<file path="config.mk">
export PLATFORM = sky130hd
export DESIGN_NAME = sar_adc_conversion_sequencer
export DESIGN_NICKNAME = d
export VERILOG_FILES = /design/src/sar_adc_conversion_sequencer.v /design/src/conv_clock_gen.v
export VERILOG_INCLUDE_DIRS = /design/src
export SDC_FILE = /design/constraint.sdc
export NUM_CORES = 1
export LEC_CHECK = 0
export BUFFER_PORTS_ARGS = -buffer_cell sky130_fd_sc_hd__buf_4
export CORE_MARGIN = 2
export CORE_UTILIZATION = 60
export CTS_CLUSTER_DIAMETER = 200
export DETAILED_ROUTE_END_ITERATION = 7
export HOLD_SLACK_MARGIN = 0.06
export PLACE_DENSITY = 0.86
export SYNTH_ARGS = -nofsm -noshare
export SYNTH_HDL_FRONTEND = slang
export SYNTH_HIERARCHICAL = 1
export SYNTH_SLANG_ARGS = --single-unit
</file>
<file path="constraint.sdc">
create_clock -name clk_sys -period 3.8 [get_ports clk_sys]
set_input_delay 0.95 -clock clk_sys [delete_from_list [all_inputs] [get_ports clk_sys]]
set_output_delay 0.95 -clock clk_sys [all_outputs]
set_load 0.02 [all_outputs]
</file>
<file path="src/sar_adc_defs.vh">
// constants for the successive-approximation converter sequencer
// assumes inclusion by bare name from every design file
`ifndef SAR_ADC_DEFS_VH
`define SAR_ADC_DEFS_VH

`define RES_BITS         10
`define CONV_PERIODS     4'hC
`define WAIT_PERIODS     4'h2
`define CONV_LAST_BIT    4'h1
`define CSEL_DIV2        3'h0
`define CSEL_DIV4        3'h4
`define CSEL_DIV8        3'h1
`define CSEL_DIV16       3'h5
`define CSEL_DIV32       3'h2
`define CSEL_DIV64       3'h6
`define CSEL_RC_A        3'h3
`define CSEL_RC_B        3'h7
`define DIV2_LAST        6'h01
`define DIV4_LAST        6'h03
`define DIV8_LAST        6'h07
`define DIV16_LAST       6'h0F
`define DIV32_LAST       6'h1F
`define DIV64_LAST       6'h3F
`define PAD_ZERO6        6'h00

`endif

</file>
<file path="src/sar_adc_conversion_sequencer.v">
// sequencer for a 10-bit successive-approximation converter
// assumes control bits come from same-clock register logic; comparator and rc pins are asynchronous
// Behaviour
// result registers have no reset; contents after power-on are unknown.
// software waits the acquisition time after changing channel before starting.
// software configures, optionally enables interrupt, waits, starts, awaits, reads result.
// completion shows as start bit clearing and as the converter interrupt.
// after a conversion, next acquisition is held off at least 2 periods.
// each conversion lasts 12 conversion-clock periods.
// clock select picks 2,4,8,16,32,64 oscillator periods or the rc source.
// software keeps the conversion-clock period at or above 1.6 us.
// port reads return zero on every analog-configured pin.
// conversion runs on the selected channel whatever the pin direction.
// clearing start aborts; result registers keep prior value, never partial bits.
// after abort wait 2 periods, then acquisition restarts automatically.
// software powers on before setting the start bit, never in one write.
// completion loads the justified 10-bit result, unused bits zero.
// while disabled the result registers are plain writable 8-bit storage.
// the sampling switch is open for the whole conversion.
// format 1 right-justifies, format 0 left-justifies, with six zero bits.
// completion loads result, clears start and sets the done flag together.
// reset turns the converter off and aborts any conversion.
// divided periods count whole oscillator periods; change select only while idle.
`timescale 1ns/1ps
`include "sar_adc_defs.vh"

module sar_adc_conversion_sequencer
#(
  parameter PORT_W = 8
)
(
  // clock and reset
  input  wire              clk_sys,
  input  wire              sys_rst,
  input  wire              clk_en,
  // configuration
  input  wire              converter_power_on,
  input  wire [2:0]        conversion_clock_select,
  input  wire [2:0]        channel_select,
  input  wire              result_format_bit,
  // start/status bit access
  input  wire              start_set,
  input  wire              start_clear,
  output wire              start_status,
  // completion flag
  input  wire              done_flag_clear,
  output reg               conversion_done_flag,
  input  wire              conversion_done_int_enable,
  output wire              conversion_int,
  // result register software access
  input  wire              result_high_wr,
  input  wire              result_low_wr,
  input  wire [7:0]        result_wdata,
  output wire [7:0]        result_high_byte,
  output wire [7:0]        result_low_byte,
  // analog front end
  input  wire              comparator_in,
  input  wire              rc_osc_tick,
  output wire              sample_switch_closed,
  output wire              dac_valid,
  output wire [9:0]        dac_code,
  // port read-back
  input  wire [PORT_W-1:0] port_pins,
  input  wire [PORT_W-1:0] pin_analog,
  output reg  [PORT_W-1:0] port_read_data
);

  localparam ST_IDLE = 4'b0001;
  localparam ST_ACQ  = 4'b0010;
  localparam ST_CONV = 4'b0100;
  localparam ST_WAIT = 4'b1000;

  reg  [3:0]           state_q;
  reg  [3:0]           cnt_q;
  reg  [9:0]           sar_q;
  reg  [9:0]           trial_q;
  reg  [7:0]           res_hi_q;
  reg  [7:0]           res_lo_q;
  reg                  cmp_s1_q;
  reg                  cmp_s2_q;
  reg                  rc_s1_q;
  reg                  rc_s2_q;
  reg                  rc_s3_q;
  reg  [PORT_W-1:0]    pin_s1_q;
  reg  [PORT_W-1:0]    pin_s2_q;
  wire                 tick;
  wire                 run;
  wire                 busy;
  wire                 done_now;
  wire [9:0]           sar_next;
  wire [15:0]          justified;

  assign busy     = (state_q == ST_CONV);
  assign run      = busy || (state_q == ST_WAIT);
  // comparator high keeps the trial bit, low drops it
  assign sar_next = cmp_s2_q ? (sar_q | trial_q) : sar_q;
  // power-off in the last period aborts, so no flag and no load
  assign done_now = busy && tick && (cnt_q == `CONV_LAST_BIT) && !start_clear && converter_power_on;
  assign justified = result_format_bit ? {`PAD_ZERO6, sar_next} : {sar_next, `PAD_ZERO6};

  assign start_status         = busy;
  assign conversion_int       = conversion_done_flag & conversion_done_int_enable;
  assign sample_switch_closed = (state_q == ST_ACQ);
  assign dac_valid            = busy;
  assign dac_code             = sar_q | trial_q;
  assign result_high_byte     = res_hi_q;
  assign result_low_byte      = res_lo_q;

  conv_clock_gen u_clk
  (
    .clk_sys                 (clk_sys),
    .sys_rst                 (sys_rst),
    .clk_en                  (clk_en),
    .run                     (run),
    .conversion_clock_select (conversion_clock_select),
    .rc_tick                 (rc_s2_q & ~rc_s3_q),
    .period_tick             (tick)
  );

  // input synchronisers
  always @(posedge clk_sys or posedge sys_rst)
  begin
    if (sys_rst)
    begin
      cmp_s1_q <= 1'b0;
      cmp_s2_q <= 1'b0;
      rc_s1_q  <= 1'b0;
      rc_s2_q  <= 1'b0;
      rc_s3_q  <= 1'b0;
      pin_s1_q <= {PORT_W{1'b0}};
      pin_s2_q <= {PORT_W{1'b0}};
    end
    else if (clk_en)
    begin
      cmp_s1_q <= comparator_in;
      cmp_s2_q <= cmp_s1_q;
      rc_s1_q  <= rc_osc_tick;
      rc_s2_q  <= rc_s1_q;
      rc_s3_q  <= rc_s2_q;
      pin_s1_q <= port_pins;
      pin_s2_q <= pin_s1_q;
    end
  end

  always @(posedge clk_sys or posedge sys_rst)
  begin
    if (sys_rst)
      port_read_data <= {PORT_W{1'b0}};
    else if (clk_en)
      port_read_data <= pin_s2_q & ~pin_analog;
  end

  // sequence control; channel mux is analog and ignores pin direction
  always @(posedge clk_sys or posedge sys_rst)
  begin
    if (sys_rst)
    begin
      state_q              <= ST_IDLE;
      cnt_q                <= 4'h0;
      sar_q                <= 10'h000;
      trial_q              <= 10'h000;
      conversion_done_flag <= 1'b0;
    end
    else if (clk_en)
    begin
      if (done_now)
        conversion_done_flag <= 1'b1;
      else if (done_flag_clear)
        conversion_done_flag <= 1'b0;
      if (!converter_power_on)
      begin
        state_q <= ST_IDLE;
        cnt_q   <= 4'h0;
      end
      else
      begin
        case (state_q)
          ST_IDLE:
            state_q <= ST_ACQ;
          ST_ACQ:
            if (start_set)
            begin
              state_q <= ST_CONV;
              cnt_q   <= `CONV_PERIODS;
              sar_q   <= 10'h000;
              trial_q <= 10'h000;
            end
          ST_CONV:
            if (start_clear)
            begin
              // abort lands mid-period; one extra count keeps two whole periods
              state_q <= ST_WAIT;
              cnt_q   <= `WAIT_PERIODS + `CONV_LAST_BIT;
            end
            else if (tick)
            begin
              cnt_q <= cnt_q - 4'h1;
              if (cnt_q == `CONV_PERIODS)
                trial_q <= {1'b1, 9'h000};
              else if (cnt_q == `CONV_LAST_BIT)
              begin
                state_q <= ST_WAIT;
                cnt_q   <= `WAIT_PERIODS;
              end
              else if (trial_q != 10'h000)
              begin
                sar_q   <= sar_next;
                trial_q <= trial_q >> 1;
              end
            end
          ST_WAIT:
            if (tick)
            begin
              if (cnt_q == `CONV_LAST_BIT)
                state_q <= ST_ACQ;
              cnt_q <= cnt_q - 4'h1;
            end
          default:
            state_q <= ST_IDLE;
        endcase
      end
    end
  end

  // result storage, deliberately without reset
  always @(posedge clk_sys)
  begin
    if (clk_en)
    begin
      if (done_now && converter_power_on)
      begin
        res_hi_q <= justified[15:8];
        res_lo_q <= justified[7:0];
      end
      else
      begin
        if (result_high_wr)
          res_hi_q <= result_wdata;
        if (result_low_wr)
          res_lo_q <= result_wdata;
      end
    end
  end

endmodule

</file>
<file path="src/conv_clock_gen.v">
// conversion-clock period tick generator
// assumes rc_tick is already synchronised to clk_sys
`timescale 1ns/1ps
`include "sar_adc_defs.vh"

module conv_clock_gen
(
  // clock and reset
  input  wire       clk_sys,
  input  wire       sys_rst,
  input  wire       clk_en,
  // control
  input  wire       run,
  input  wire [2:0] conversion_clock_select,
  input  wire       rc_tick,
  // output
  output reg        period_tick
);

  reg  [5:0] div_q;
  reg  [5:0] last;
  wire       use_rc;

  assign use_rc = (conversion_clock_select == `CSEL_RC_A) || (conversion_clock_select == `CSEL_RC_B);

  always @*
  begin
    case (conversion_clock_select)
      `CSEL_DIV2:  last = `DIV2_LAST;
      `CSEL_DIV4:  last = `DIV4_LAST;
      `CSEL_DIV8:  last = `DIV8_LAST;
      `CSEL_DIV16: last = `DIV16_LAST;
      `CSEL_DIV32: last = `DIV32_LAST;
      `CSEL_DIV64: last = `DIV64_LAST;
      default:     last = `DIV2_LAST;
    endcase
  end

  // whole oscillator periods counted per tick
  always @(posedge clk_sys or posedge sys_rst)
  begin
    if (sys_rst)
    begin
      div_q       <= 6'h00;
      period_tick <= 1'b0;
    end
    else if (clk_en)
    begin
      if (!run)
      begin
        div_q       <= 6'h00;
        period_tick <= 1'b0;
      end
      else if (use_rc)
      begin
        div_q       <= 6'h00;
        period_tick <= rc_tick;
      end
      else if (div_q >= last)
      begin
        div_q       <= 6'h00;
        period_tick <= 1'b1;
      end
      else
      begin
        div_q       <= div_q + 6'h01;
        period_tick <= 1'b0;
      end
    end
  end

endmodule

</file>
==> reports/qor.yml, run 1 <==
synth:
  synth-main-ff-cell: "sky130_fd_sc_hd__dfrtp_1"
  synthesis.nets: 453
  synth.lib_cells_used.distinct: 62
  yosysWarnings: 6
  synth_top_cell_area_share_pct: 38.4
  synth-async-reset-ratio_pct: 80.2
  syn_area_per_cell_um2: 10.5
  netlist_top_cells_area: "sky130_fd_sc_hd__dfrtp_1 38%, sky130_fd_sc_hd__edfxtp_1 12%, sky130_fd_sc_hd__mux2_2 6.7%"
  sequential_area_share_after_synthesis_pct: 50.5
  synth.cell_area_um2: 4180
  ys_seq_elements: 81
  synth_area_leader_cell: "sky130_fd_sc_hd__dfrtp_1"
  cells_after_synth: 396
  number_of_synthesized_flops_with_an_enable_pin: 16
final_layout:
  nets: 525
  stdcell_count: 553
  final_cell_area_um2: 4980
  layout-drive-gt1-share_pct: 31.3
  areaGrowthSynthToFinish_pct: 19.4
  antenna-diode-count: 0
grt:
  globalRoute.totalOverflow: 0
  track_usage_pct: 25.1
  grt_pass1_vias: 3190
  grt_pass1_wl_um: 14800
  grt_start_max_net_pins: 35
  grt_antenna_before_repair: 0
run:
  max_cap_violations: 0
clock_network:
  cts_buffer_depth: 2
  numCtsBuffers: 9
  cts_tree: "done"
  post_cts_buffers: 0
  post_cts_resized: 0
  ctsHoldBuffers: 0
  cts_num_sinks: 81
  clkSlewWorstSetupHoldPaths_ns: 0.09
  htree_num_levels: 3
  cts_root_buf: "sky130_fd_sc_hd__clkbuf_8"
  worstSkewPairLatency_ns: 0.36
critical_path:
  required_time_worst_endpoint_ns: 2.85
  crit-reg2reg-launch: "state_q[3]"
  capture_instance_of_the_worst_register_to_register_path: "result_high_byte[6]"
  cp_max_fo: 13
  criticalPathCategory: "reg2out"
  reg2reg_depth: 4
  worst_reg2reg_setup_slack_ns: 1.68
  startpoint_type: "flip-flop"
  worst_ep_arrival_time_ns: 1.60
  crit_path_end_kind: "primary output"
drt:
  avgRoutedWirePerCell_um: 16.4
  total_wirelength_um: 9050
  routed-via-count: 3220
  drt_pass1_iterations: 5
  antenna_left: 0
  drt_drc_violations_left: 0
  avgViaCountPerCell: 5.82
  drtIter0Drc: 224
die:
  floorplan.rows: 30
  num_io_pins: 82
  die_x_um: 87.4
  start_util_pct: 61.8
  dieArea_um2: 7640
  core_area_um2: 6760
  die_y_um: 87.4
worst_hold_path:
  whs_endpoint: "pin_s2_q[6]"
  hp-class: "reg2reg"
  worst_hold_path.num_cells: 1
  min-delay-start: "pin_s1_q[6]"
power:
  static-leakage-power_nw: 2.28
  vdd_drop_max_mv: 0.248
  power.density_cell_area_nw_per_um2: 398
sta:
  fin_crit_ns: 2.55
  worst_slew_margin_pct: 46.9
  final.setup.tns_ns: 0
  final.setup_skew_ns: 0.0130
  finalSetupViolations: 0
  timing_hold_violations_final: 0
  max_clock_freq_mhz: 392
  grt_setup_unrepaired: "false"
  report.final.slew_viol_count: 0
  worstMarginPinSlew_ns: 0.794
  period_share_pct: 67.1
placed_design:
  dpl.cell_count: 537
  io_buffers: 78
  dpl-instance-area_um2: 4780
  place.detailed.hpwl_um: 6480
  place_congestion: 0.871
status:
  run_status: "complete, no violations"
[synthesized netlist by cell type (all sizes together), types with 2 or more instances]
cell,n
or2,10
a21o,4
and2,5
nand4,5
nor2b,9
inv,24
nor2,10
and3,5
nor4b,2
a21oi,18
nor3,2
edfxtp,16
ha,14
xnor2,3
nand2,53
buf,8
a22o,12
o31ai,4
o221ai,2
nand3,7
nor4,2
a31oi,3
o21ai,33
o2bb2ai,2
nand2b,7
dfrtp,64
o22ai,9
clkbuf,10
o21a,3
mux2,27
a221oi,4
nor3b,3
[cell type report]
type,count,area (µm²)
Inverter,24,90.1
Sequential cell,81,2110
Clock inverter,5,45.0
Fill cell,446,1770
Clock buffer,11,163
Multi-Input combinational cell,272,1880
Tap cell,80,100
Timing Repair Buffer,80,601
[cells by family after synthesis]
kind of cell	after synthesis	share of synthesized area, %
compound gates	103	16.9
simple gates	124	15.7
flops	81	50.5
mux	27	7.28
fa+ha+maj	14	4.20
xor+xnor	4	0.839
buf+inv	43	4.55
[worst max path at each step]
| stage | start | endpoint | slack, ns | cells after the start |
|---|---|---|---|---|
| 2_1_floorplan | conversion_clock_select[0] | u_clk/div_q[4] | 1.34 | 8 |
| 3_5_place_dp | conversion_clock_select[0] | u_clk/div_q[5] | 1.10 | 9 |
| 5_1_grt | state_q[2] | dac_valid | 1.13 | 4 |
| 3_3_place_gp | conversion_clock_select[0] | u_clk/div_q[2] | 1.16 | 9 |
| 6_report | state_q[2] | dac_valid | 1.25 | 4 |
| 4_1_cts | state_q[2] | dac_valid | 1.25 | 4 |
[power by group]
group | internal (mW) | switching, mW | total, mW | leakage [nW]
sequential | 0.957 | 0.0681 | 1.03 | 0.998
combinational | 0.152 | 0.166 | 0.318 | 1.18
clock | 0.304 | 0.337 | 0.641 | 0.103
[metal layers]
metal,global-route usage [%],wire length (µm),part of all wire [%]
met4,9.09,163,1.8
met1,31.9,3680,41
met5,0,0,0
met2,42.0,4480,50
met3,5.97,721,8.0
[stage by stage]
| step | power (mW) | setup WS [ns] | utilization (%) | hold WS, ns |
|---|---|---|---|---|
| after detailed placement | 1.36 | 1.10 | 70.7 | 0.491 |
| after global routing | 2.08 | 1.13 | 73.8 | 0.528 |
| after CTS | 2.00 | 1.25 | 73.8 | 0.510 |
| after global placement | 1.34 | 1.16 | 70.7 | 0.481 |
| final | 1.98 | 1.25 | 73.8 | 0.506 |
| after floorplan | 1.24 | 1.34 | - | 0.463 |
[layout by cell type, fill, tap and decap left out, types with 12 or more instances in the layout]
cell and count:
sky130_fd_sc_hd__a22o_1 12, sky130_fd_sc_hd__inv_1 22, sky130_fd_sc_hd__ha_1 14, sky130_fd_sc_hd__buf_4 80
sky130_fd_sc_hd__a21oi_1 17, sky130_fd_sc_hd__mux2_2 25, sky130_fd_sc_hd__edfxtp_1 16, sky130_fd_sc_hd__dfrtp_1 64
sky130_fd_sc_hd__nand2_1 52, sky130_fd_sc_hd__o21ai_0 25
[flip-flops by register name, indices dropped and copies added (netlist names)]
name and count:
trial_q 10, pin_s2_q 8, rc_s3_q 1, sar_q 10, port_read_data 8, rc_s2_q 1, result_low_byte 8, pin_s1_q 8
state_q 4, cnt_q 4, conversion_done_flag 1, cmp_s2_q 1, result_high_byte 8, cmp_s1_q 1, u_clk/div_q 6, u_clk/period_tick 1
rc_s1_q 1
[worst max-delay path: stages, from the launching register on]
cell and delay, ns:
sky130_fd_sc_hd__dfrtp_1 0.60, sky130_fd_sc_hd__and2b_1 0.25, sky130_fd_sc_hd__nand2_1 0.14, sky130_fd_sc_hd__inv_2 0.11
sky130_fd_sc_hd__buf_4 0.14
Power figures use the tool's default switching activity.
==> run 2: changes to the inputs <==
--- a/config.mk
+++ b/config.mk
@@ -8,11 +8,11 @@
 export LEC_CHECK = 0
 export BUFFER_PORTS_ARGS = -buffer_cell sky130_fd_sc_hd__buf_4
 export CORE_MARGIN = 2
-export CORE_UTILIZATION = 60
+export CORE_UTILIZATION = 55
 export CTS_CLUSTER_DIAMETER = 200
 export DETAILED_ROUTE_END_ITERATION = 7
 export HOLD_SLACK_MARGIN = 0.06
-export PLACE_DENSITY = 0.86
+export PLACE_DENSITY = 0.8
 export SYNTH_ARGS = -nofsm -noshare
 export SYNTH_HDL_FRONTEND = slang
 export SYNTH_HIERARCHICAL = 1
==> constraint.sdc (replaced) <==
create_clock -name clk_sys -period 2.5 [get_ports clk_sys]
set_input_delay 0.625 -clock clk_sys [delete_from_list [all_inputs] [get_ports clk_sys]]
set_output_delay 0.625 -clock clk_sys [all_outputs]
set_load 0.02 [all_outputs]
==> reports/qor.yml, run 2 (same netlist as run 1, synthesis figures left out) <==
sta:
  grt_setup_unrepaired: "false"
  fin_crit_ns: 2.24
  worst_slew_margin_pct: 58.4  # +11 points
  period_share_pct: 89.6
  report.final.slew_viol_count: 0  # unchanged
  final.setup.tns_ns: 0  # unchanged
  max_clock_freq_mhz: 446
  worstMarginPinSlew_ns: 0.620  # -0.174 ns
  timing_hold_violations_final: 0  # unchanged
  finalSetupViolations: 0  # unchanged
  final.setup_skew_ns: 0.0103  # -0.00264 ns
clock_network:
  numCtsBuffers: 9  # unchanged
  cts_root_buf: "sky130_fd_sc_hd__clkbuf_8"
  ctsHoldBuffers: 0  # unchanged
  cts_num_sinks: 81  # unchanged
  worstSkewPairLatency_ns: 0.35  # about the same
  post_cts_resized: 0  # unchanged
  cts_tree: "done"
  cts_buffer_depth: 2  # unchanged
  post_cts_buffers: 0  # unchanged
  clkSlewWorstSetupHoldPaths_ns: 0.08  # about the same
  htree_num_levels: 3  # unchanged
placed_design:
  place.detailed.hpwl_um: 6260  # -3.3%
  place_congestion: 0.888  # +2.0%
  dpl.cell_count: 560  # +4.3%
  io_buffers: 78  # unchanged
critical_path:
  required_time_worst_endpoint_ns: 1.88  # -0.97 ns
  startpoint_type: "flip-flop"
  cp_cell_sequence: "and2b_1, nand2_1, inv_2, buf_4"
  criticalPathCategory: "reg2out"
  worst_ep_arrival_time_ns: 1.62  # +0.02 ns
  crit_path_end_kind: "primary output"
  max_stage_delay_ns: 0.61  # about the same
  crit_path_top_delay_cell: "sky130_fd_sc_hd__dfrtp_1"
  cp_max_fo: 13  # unchanged
final_layout:
  layout_commonest_cell: "sky130_fd_sc_hd__buf_4"
  areaGrowthSynthToFinish_pct: 20.0
  nets: 529  # +0.76%
  fill_cells: 557  # +25%
  ff_latch_area_um2: 2110  # unchanged
  largest_registers: "sar_q (10), trial_q (10)"
  antenna-diode-count: 0  # unchanged
  commonest_cells_after_routing_fill_and_taps_aside: "84 x sky130_fd_sc_hd__buf_4, 64 x sky130_fd_sc_hd__dfrtp_1, 52 x sky130_fd_sc_hd__nand2_1"
  layout-drive-gt1-share_pct: 31.9  # +0.58 points
  stdcell_count: 576  # +4.2%
  total_area_of_multi_input_combinational_cells_um2: 1880  # unchanged
drt:
  drt_pass1_iterations: 5  # unchanged
  avgViaCountPerCell: 5.60  # -3.9%
  antenna_left: 0  # unchanged
  routed-via-count: 3223  # +0.093%
  total_wirelength_um: 8480  # -6.4%
  drtIter0Drc: 196  # -13%
  drt_drc_violations_left: 0  # unchanged
  avgRoutedWirePerCell_um: 14.7  # -10%
grt:
  grt_antenna_before_repair: 0  # unchanged
  grt_pass1_wl_um: 14300  # -3.8%
  track_usage_pct: 21.4  # -3.7 points
  grt_start_max_net_pins: 32  # -8.6%
  grt_pass1_vias: 3036  # -4.8%
  globalRoute.totalOverflow: 0  # unchanged
power:
  vdd_drop_max_mv: 0.368  # +48%
  power.density_cell_area_nw_per_um2: 583  # +46%
  static-leakage-power_nw: 2.29  # +0.57%
  design_power_total_mw: 2.92  # +47%
die:
  dieArea_um2: 8300  # +8.7%
  num_io_pins: 82  # unchanged
  die_y_um: 91.1  # +4.2%
  core_area_um2: 7290  # +7.9%
  die_x_um: 91.1  # +4.2%
  start_util_pct: 57.3  # -4.5 points
  floorplan.rows: 31  # +3.3%
status:
  run_status: "complete, no violations"
run:
  max_cap_violations: 0  # unchanged
worst_hold_path:
  hp-class: "in2async"
run 2: final cells by class:
| class | instances | share of cell area, % |
|---|---|---|
| flip-flops and latches | 81 | 42.1 |
| well taps | 99 | 2.47 |
| multi-input cells | 272 | 37.5 |
| repair buffers | 84 | 12.6 |
| inverters | 24 | 1.80 |
| clock buffers | 9 | 2.47 |
| clock inverters | 7 | 1.15 |
run 2: metrics by stage:
| stage | hold WS (ns) | utilization, % | instance area [µm²] | setup WS [ns] |
|---|---|---|---|---|
| after floorplan | 0.428 | - | 4180 | 0.368 |
| after CTS | 0.211 | 68.7 | 5010 | 0.268 |
| after detailed placement | 0.482 | 66.2 | 4830 | 0.131 |
| final | 0.218 | 68.7 | 5010 | 0.260 |
| after global routing | 0.219 | 68.7 | 5010 | 0.151 |
| after global placement | 0.482 | 66.2 | 4830 | 0.189 |
run 2: routing by layer:
| layer | part of all wire [%] | up-vias | GRT usage, % | routed length (µm) |
|---|---|---|---|---|
| met1 | 45 | 1527 | 29.8 | 3790 |
| met5 | 0 | - | 0 | 0 |
| met4 | 1.1 | 0 | 8.33 | 93 |
| li1 | - | 1563 | - | - |
| met2 | 48 | 123 | 33.0 | 4060 |
| met3 | 6.4 | 10 | 4.56 | 540 |
run 2: critical path: cells and delay by family (launching register included):
kind	cells	cell delay (ns)
simple gates	2	0.41
buf+inv	2	0.25
flops	1	0.61
run 2: final timing paths:
kind | start | end | slack (ns) | depth (start not counted)
max reg2reg | state_q[3] | result_high_byte[6] | 0.46 | 4
max | state_q[2] | start_status | 0.26 | 4
max in group asynchronous | sys_rst | trial_q[5] | 1.54 | 3
min | sys_rst | u_clk/div_q[4] | 0.22 | 2
min in group clk_sys | pin_analog[2] | port_read_data[2] | 0.43 | 2
min reg2reg | sar_q[4] | sar_q[4] | 0.50 | 2
run 2: where the power goes:
group / switching (mW) / internal [mW]
Combinational: 0.247 / 0.233
Sequential: 0.101 / 1.45
Clock: 0.506 / 0.379
